===== src/frame_timing_cfg.svh =====
// Timing constants, field positions and marker words for the frame timing block.
// Assumes inclusion by bare name from the design files.
`ifndef FRAME_TIMING_CFG_SVH
`define FRAME_TIMING_CFG_SVH
`define MODE_BIT 6
`define FMT_BIT 5
`define ROW_OVERHEAD 16'h0013
`define MARK_ONES 10'h3ff
`define MARK_ZERO 10'h000
`define SOF_WORDS 3'h3
`define ROWMARK_WORDS 3'h4
`define EOF_WORDS 3'h4
`define SUB_COLOR_BIT 4
`endif


===== src/frame_timing_pkg.sv =====
// Types for the frame timing block.
// Assumes frame_timing_cfg.svh is compiled alongside.
package frame_timing_pkg;
	typedef enum logic [2:0] {
		st_idle,
		st_integ,
		st_mark,
		st_pixels,
		st_rowgap,
		st_eof
	} state_t;
endpackage


===== src/rolling_shutter_frame_timing.sv =====
// Frame capture and readout timing for a rolling-shutter array.
// Assumes settings arrive as static levels on the clock domain; the
// trigger comes from a pin and is synchronised here.
//
// Overview of operation
// - Mode bit 6 picks continuous or single
// - Reset value selects continuous capture
// - Row integrations staggered one row apart
// - Continuous: next frame starts without trigger
// - Default format: only pixel words output
// - Format bit 5 inserts in-band markers in continuous mode only
// - Marker patterns for first, later, end
// - Single mode idles after frame done
// - Read only pixels inside window
// - Subsample 1, 1/2, 1/4, 1/8 each way
// - Low bits 0010101 select mosaic skip-one
// - Continuous frame is (rows+1) row times, or (rows+2) if the end marker ends on row_end
// - Row time is width+shs+shr+19 clocks
// - Integration is count times row time
// - Continuous integration below frame period
// - Single frame adds (rows+1) readout rows
// - Single integration not capped by frame
`timescale 1ns/10ps
`include "frame_timing_cfg.svh"

module rolling_shutter_frame_timing (
	input wire logic clock,
	input wire logic resetn,
	input wire logic [7:0] capture_ctrl,
	input wire logic [7:0] stream_ctrl,
	input wire logic [7:0] subsample_ctrl,
	input wire logic frame_trigger,
	input wire logic [10:0] win_row,
	input wire logic [10:0] win_col,
	input wire logic [10:0] win_depth,
	input wire logic [10:0] win_width,
	input wire logic [10:0] vrow_depth,
	input wire logic [10:0] vcol_width,
	input wire logic [7:0] shs_time,
	input wire logic [7:0] shr_time,
	input wire logic [15:0] integ_count,
	input wire logic [9:0] pixel_in,
	output logic [9:0] pixel_out,
	output logic pixel_valid,
	output logic [10:0] read_row,
	output logic [10:0] read_col,
	output logic reset_row_strobe,
	output logic [10:0] reset_row,
	output logic frame_busy
);

	// ==========================================================
	// Helpers
	// ==========================================================
	// Step for a two-bit rate code; mosaic space doubles the unit.
	function automatic logic [4:0] step_of(input logic [1:0] code,
			input logic color);
		logic [4:0] s;
		s = 5'h01 << code;
		step_of = color ? 5'((s << 1)) : s;
	endfunction

	// Pixel lies on the kept lattice of a subsampled axis.
	function automatic logic keep(input logic [10:0] offs,
			input logic [1:0] code, input logic color);
		logic [4:0] st;
		logic [10:0] unit;
		st = step_of(code, color);
		unit = color ? (offs >> 1) : offs;
		keep = (5'(unit & 11'(st - 5'h01)) == 5'h00) || (code == 2'h0);
		if (color && code != 2'h0)
			keep = ((offs >> 1) & ((11'h001 << code) - 11'h001)) == 11'h000;
	endfunction

	// ==========================================================
	// Trigger synchroniser
	// ==========================================================
	logic trig_s1_r;
	logic trig_s2_r;
	logic trig_d_r;
	always_ff @(posedge clock or negedge resetn) begin
		if (!resetn) begin
			trig_s1_r <= 1'b0;
			trig_s2_r <= 1'b0;
			trig_d_r <= 1'b0;
		end else begin
			trig_s1_r <= frame_trigger;
			trig_s2_r <= trig_s1_r;
			trig_d_r <= trig_s2_r;
		end
	end
	wire trig_rise = trig_s2_r & ~trig_d_r;

	// ==========================================================
	// Settings decode
	// ==========================================================
	// Mode bit value 0 selects continuous, so reset settings mean continuous
	wire single_capture_mode = capture_ctrl[`MODE_BIT];
	wire continuous_capture_mode = ~single_capture_mode;
	wire encode_on = stream_ctrl[`FMT_BIT] & continuous_capture_mode;
	wire color_sub = subsample_ctrl[`SUB_COLOR_BIT];
	wire [1:0] row_code = subsample_ctrl[1:0];
	wire [1:0] col_code = subsample_ctrl[3:2];
	// Row period in clocks
	wire [15:0] row_clocks = 16'(vcol_width) + 16'(shs_time) +
		16'(shr_time) + `ROW_OVERHEAD;
	// Continuous caps integration below one frame of rows
	wire [15:0] integ_rows = (continuous_capture_mode &&
		integ_count > 16'(vrow_depth)) ? 16'(vrow_depth) :
		integ_count;

	// ==========================================================
	// Sequencer
	// ==========================================================
	// Only the first continuous frame after reset runs its lead-in
	// integration rows on their own. Later frames overlap: while one
	// frame is read out, the rows of the next are integrating. The
	// readout therefore wraps straight from the last virtual row to
	// the first, so the frame period is (rows + 1) row
	// times whatever the integration count, or (rows + 2) when the end marker ends on row_end.
	// The end marker is sent inside the last row time, after its
	// pixels; sent from clk_cnt_r of row_clocks - 5 it ends on row_end, which st_eof ignores, so the frame stretches one row.
	// Limitation: a last row cut short by a small row period, or
	// one that leaves no room after its pixels, carries no end
	// marker.
	// Single mode keeps the plain sequence: lead-in rows, readout
	// rows, then idle until the next trigger.
	frame_timing_pkg::state_t state_r;
	logic eof_sent_r;
	logic [15:0] clk_cnt_r;
	logic [15:0] row_idx_r;
	logic [10:0] col_r;
	logic [2:0] mark_r;
	logic first_row_r;
	wire row_end = (clk_cnt_r == row_clocks - 16'h0001);
	// Readout row index counts virtual rows after integration lead-in
	wire [15:0] rd_row = row_idx_r - integ_rows;
	wire rd_active = (row_idx_r >= integ_rows);
	wire [10:0] rd_offs = 11'(rd_row);
	wire row_in_win = rd_active && rd_offs <= win_depth &&
		keep(rd_offs, row_code, color_sub);
	wire last_rd = rd_active && (rd_offs == vrow_depth);
	wire [15:0] last_idx = integ_rows + 16'(vrow_depth);
	// Last readout row of the frame is in progress (whole row time)
	wire frame_last = (row_idx_r == last_idx);

	always_ff @(posedge clock or negedge resetn) begin
		if (!resetn) begin
			state_r <= frame_timing_pkg::st_idle;
			clk_cnt_r <= 16'h0000;
			row_idx_r <= 16'h0000;
			col_r <= 11'h000;
			mark_r <= 3'h0;
			first_row_r <= 1'b1;
			eof_sent_r <= 1'b0;
		end else begin
			clk_cnt_r <= row_end ? 16'h0000 : clk_cnt_r + 16'h0001;
			case (state_r)
			frame_timing_pkg::st_idle: begin
				clk_cnt_r <= 16'h0000;
				row_idx_r <= 16'h0000;
				first_row_r <= 1'b1;
				eof_sent_r <= 1'b0;
				// Continuous restarts alone; single waits for trigger
				if (continuous_capture_mode || trig_rise)
					state_r <= frame_timing_pkg::st_integ;
			end
			frame_timing_pkg::st_integ: begin
				// Rows start integrating one row time apart
				if (row_end) begin
					row_idx_r <= row_idx_r + 16'h0001;
					if (row_idx_r + 16'h0001 >= integ_rows)
						state_r <= frame_timing_pkg::st_rowgap;
				end
			end
			frame_timing_pkg::st_rowgap: begin
				if (clk_cnt_r == 16'h0000 && row_in_win) begin
					mark_r <= 3'h0;
					col_r <= 11'h000;
					state_r <= encode_on ? frame_timing_pkg::st_mark :
						frame_timing_pkg::st_pixels;
				end else if (row_end) begin
					row_idx_r <= row_idx_r + 16'h0001;
					if (frame_last) begin
						// Readout wraps into the next frame
						row_idx_r <= integ_rows;
						first_row_r <= 1'b1;
						eof_sent_r <= 1'b0;
						if (single_capture_mode)
							state_r <= frame_timing_pkg::st_idle;
					end
				end else if (encode_on && last_rd && !eof_sent_r &&
						clk_cnt_r < row_clocks - 16'(`EOF_WORDS)) begin
					// End marker fits inside the last row time
					mark_r <= 3'h0;
					eof_sent_r <= 1'b1;
					state_r <= frame_timing_pkg::st_eof;
				end
			end
			frame_timing_pkg::st_mark: begin
				mark_r <= mark_r + 3'h1;
				if (mark_r == (first_row_r ? `SOF_WORDS :
						`ROWMARK_WORDS) - 3'h1)
					state_r <= frame_timing_pkg::st_pixels;
			end
			frame_timing_pkg::st_pixels: begin
				col_r <= col_r + 11'h001;
				if (col_r == win_width) begin
					first_row_r <= 1'b0;
					state_r <= frame_timing_pkg::st_rowgap;
				end
				if (row_end) begin
					// Row period too short for window: row is cut here
					row_idx_r <= row_idx_r + 16'h0001;
					first_row_r <= 1'b0;
					state_r <= frame_timing_pkg::st_rowgap;
					if (frame_last) begin
						row_idx_r <= integ_rows;
						first_row_r <= 1'b1;
						eof_sent_r <= 1'b0;
						if (single_capture_mode)
							state_r <= frame_timing_pkg::st_idle;
					end
				end
			end
			frame_timing_pkg::st_eof: begin
				mark_r <= mark_r + 3'h1;
				if (mark_r == `EOF_WORDS - 3'h1)
					state_r <= frame_timing_pkg::st_rowgap;
			end
			default: state_r <= frame_timing_pkg::st_idle;
			endcase
		end
	end

	// ==========================================================
	// Stream output
	// ==========================================================
	// Markers: ones-ones-ones first row, ones-ones-zero-zero later,
	// four zero words at end of frame.
	logic [9:0] word_nxt;
	logic valid_nxt;
	wire col_keep = keep(col_r, col_code, color_sub);
	always_comb begin
		word_nxt = `MARK_ZERO;
		valid_nxt = 1'b0;
		case (state_r)
		frame_timing_pkg::st_mark: begin
			valid_nxt = 1'b1;
			word_nxt = (first_row_r || mark_r < 3'h2) ? `MARK_ONES :
				`MARK_ZERO;
		end
		frame_timing_pkg::st_eof: begin
			valid_nxt = 1'b1;
			word_nxt = `MARK_ZERO;
		end
		frame_timing_pkg::st_pixels: begin
			valid_nxt = col_keep;
			word_nxt = col_keep ? pixel_in : `MARK_ZERO;
		end
		default: begin
			word_nxt = `MARK_ZERO;
			valid_nxt = 1'b0;
		end
		endcase
	end

	always_ff @(posedge clock or negedge resetn) begin
		if (!resetn) begin
			pixel_out <= 10'h000;
			pixel_valid <= 1'b0;
			read_row <= 11'h000;
			read_col <= 11'h000;
		end else begin
			pixel_out <= word_nxt;
			pixel_valid <= valid_nxt;
			read_row <= win_row + rd_offs;
			// Address leads the word by one cycle: the array answers
			// on the next clock, when that column is being sent.
			read_col <= win_col + ((state_r == frame_timing_pkg::st_pixels)
				? col_r + 11'h001 : 11'h000);
		end
	end

	// Integration start pulse for the row entering exposure
	always_ff @(posedge clock or negedge resetn) begin
		if (!resetn) begin
			reset_row_strobe <= 1'b0;
			reset_row <= 11'h000;
			frame_busy <= 1'b0;
		end else begin
			// One pulse per row time while a frame runs
			reset_row_strobe <= (clk_cnt_r == 16'h0000) &&
				state_r != frame_timing_pkg::st_idle;
			reset_row <= win_row + 11'(row_idx_r);
			frame_busy <= state_r != frame_timing_pkg::st_idle;
		end
	end

endmodule


===== config.mk =====
export PLATFORM = sky130hd
export DESIGN_NAME = rolling_shutter_frame_timing
export DESIGN_NICKNAME = d
export VERILOG_FILES = /design/src/frame_timing_pkg.sv /design/src/rolling_shutter_frame_timing.sv
export VERILOG_INCLUDE_DIRS = /design/src
export SDC_FILE = /design/constraint.sdc
export NUM_CORES = 1
export LEC_CHECK = 0
export BUFFER_PORTS_ARGS = -buffer_cell sky130_fd_sc_hd__buf_2
export CAP_MARGIN = 20
export CORE_UTILIZATION = 40
export CTS_BUF_LIST = sky130_fd_sc_hd__clkbuf_16
export DETAILED_ROUTE_END_ITERATION = 12
export PLACE_DENSITY_LB_ADDON = 0.2
export SLEW_MARGIN = 0
export SYNTH_ARGS = -nofsm -noshare
export SYNTH_HDL_FRONTEND = slang
export SYNTH_SLANG_ARGS = --single-unit

===== constraint.sdc =====
create_clock -name clock -period 5 [get_ports clock]
set_input_delay 0.75 -clock clock [delete_from_list [all_inputs] [get_ports clock]]
set_output_delay 0.75 -clock clock [all_outputs]
set_load 0.02 [all_outputs]

==> out/qor.csv <==
metric,value,unit
end_kind,flop,
firstDrtPassIters,5,
io_pins,181,
ys_seq_area_frac,0.230,
overflow,0,
outcome,"finished, violations left",
yosys-top-cells-area,"dfrtp_1 23%, ha_1 16%, xnor2_1 6.6%",
p_comb_frac,0.647,
maxCapViolCount,0,
syn-num-nets,1561,
synth_area,10900,sq um
min_path_type,flop to flop,
fin_ws,-835,ps
cp_max_fo,8,
vias,11200,
power_frac_seq,0.215,
die_y,167,um
final-hold-violation-count,0,
grt_start_max_net_pins,62,
die_w,167,um
clockBufferDepth,2,
path_buf_inv,4,
drc,0,
p_sw,2.13,mW
final_cell_mix,"295 x buf_4, 147 x buf_2, 112 x ha_1, 99 x dfrtp_1, 90 x nor2_1",
ys_async_sr_fraction,1.00,
postCtsHoldBufs,0,
drive_above_1_share,0.393,
post-dp-hpwl,27.5,mm
postLayoutCellArea,15900,sq um
ir_drop,0.173,mV
grt_usage,0.245,
violations,setup timing,
fin_skew,9.66,ps
via_per_inst,5.42,
htree_levels,3,
intPower,2.94,mW
p_per_area,319,nW/um^2
wire_per_inst,16.7,um
nets,2008,
worst_ep_required_time,5240,ps
area_growth,45.8,%
detail_route.iter0.violations,514,
rows,60,
worst_path_max_delay_cell,or4_4,
port_buffers,163,
syn_area_per_cell,8.55,sq um
layout.cells.most_common,buf_4,
relSlewSlack,0.344,
synth_cells,1275,
worstMarginPinSlew,971,ps
synth_top_area_frac,0.227,
gp_congestion,0.931,
coreArea,26900,sq um
dpl-instance-area,14400,sq um
grt_pass1_wl,55.2,mm
cp.arrival,6080,ps
p_clk_frac,0.138,
dominantRegCellSynth,dfrtp_1,
antenna_found_initial,0,
fill_cells,2331,
switching_share,0.420,
synth_edf_count,0,
yosysTopAreaCell,dfrtp_1,
p_total,5.07,mW
die-area,27900,sq um
criticalPathCategory,input pin to flop,
slew_viol_final,0,
fmax,0.171,GHz
num_antenna_cells,0,
min_period,5840,ps
initial_core_util,0.406,
cts_made_buffers,9,
cpLargestDelayFamily,compound AO/OA/AOI/OAI gates,
cts_root_buf,clkbuf_16,
critPathLaunchType,input pin,
clk-insertion-delay-late,360,ps
fin_tns_setup,-24010,ps
drtAntennaViolNets,0,
yosysWarningCount,0,
layout_worst_path_cycle_share,1.17,
critPathMaxStageDelay,540,ps
synth.distinct_cells,81,
grt_pass1_vias,11200,
ys_seq_elements,100,
clkTransAtPathRegs,70,ps
rsz0062_at_grt,true,
p_leak,7.85,nW
cts_sinks,100,
cts_tree,yes,
setup_viol,36,
pre_cts_ws,-1310,ps
drt_wl_total,34.6,mm
## cell type report
class	instances	area [sq um]	area share
clock buffer	9	225	0.0142
clock inverter	6	57.6	0.00362
inverter	99	382	0.0240
multi-input combinational	1035	8890	0.559
sequential	100	2500	0.157
tap	341	427	0.0268
timing repair buffer	477	3420	0.215
## metal layers
metal	part of all wire	wire length, um	vias to the layer above	GRT usage
met2	0.51	17800	257	0.448
met4	0.021	730	0	0.0753
met5	0	0	-	0
met1	0.43	14800	5374	0.300
met3	0.037	1270	54	0.0262
li1	-	-	5511	-
## kinds of logic after synthesis
logic type | share of synthesized area
compound gates | 0.205
xor+xnor | 0.120
fa+ha+maj | 0.187
buf+inv | 0.0497
flops | 0.230
mux | 0.0240
simple gates | 0.185
## repair_timing
action / CTS / global route
endpoints found under the hold margin: 0 / 0
resized for setup: 102 / 71
pin swaps: 46 / 46
cloned: 1 / 0
setup buffers: 25 / 18
setup endpoints to repair: 38 / 53
## cells in the mapped netlist (9+ instances only)
library cell	n
a21o_1	39
o211ai_1	12
nand2_1	74
fa_1	13
mux2i_1	16
xor2_1	68
a211o_1	10
nand3_1	28
a21oi_1	69
and2_1	17
dfrtp_1	99
nand2b_1	20
xnor2_1	82
inv_1	99
or2_2	11
nor3_1	25
nand4_1	19
or3_1	14
nor2b_1	12
nor2_1	94
and3_1	17
ha_1	138
o21bai_1	12
o21a_1	11
o21ai_1	13
o21ai_0	55
nor4_1	11
and4_1	9
clkbuf_1	30
## state kept, by name (all words and copies together), names as in the netlist
register          flops
frame_busy            1
first_row_r           1
trig_s1_r             1
read_row             11
row_idx_r            16
reset_row_strobe      1
read_col             11
trig_s2_r             1
col_r                11
pixel_valid           1
trig_d_r              1
reset_row            11
mark_r                3
clk_cnt_r            16
state_r               3
eof_sent_r            1
pixel_out            10
## power by group through the flow
stage                     combinational [mW]  clock (mW)  sequential (mW)
after floorplan                         1.68           0             1.15
after detailed placement                2.93           0             1.10
after global placement                  2.86           0             1.10
final                                   3.28       0.699             1.09
after CTS                               3.09       0.712             1.09
after global routing                    3.59       0.750             1.10
## metrics by stage
stage	std cells	hold WS [ps]	util
CTS	2051	362	0.574
global route	2067	376	0.592
finish	2067	356	0.592
detailed placement	2010	345	0.537
floorplan	1275	331	-
global placement	2010	340	0.537
## final timing paths
check	cells past startpoint	to	slack (ps)	start
max in group asynchronous	2	col_r[9]	3510	resetn
max reg2reg	21	row_idx_r[13]	560	row_idx_r[5]
min reg2reg	0	trig_s2_r	360	trig_s1_r
min in group asynchronous	1	reset_row[1]	450	resetn
max	26	row_idx_r[13]	-840	integ_count[12]
min	0	trig_s2_r	360	trig_s1_r
Note: power is estimated with default switching activity, not from simulation.
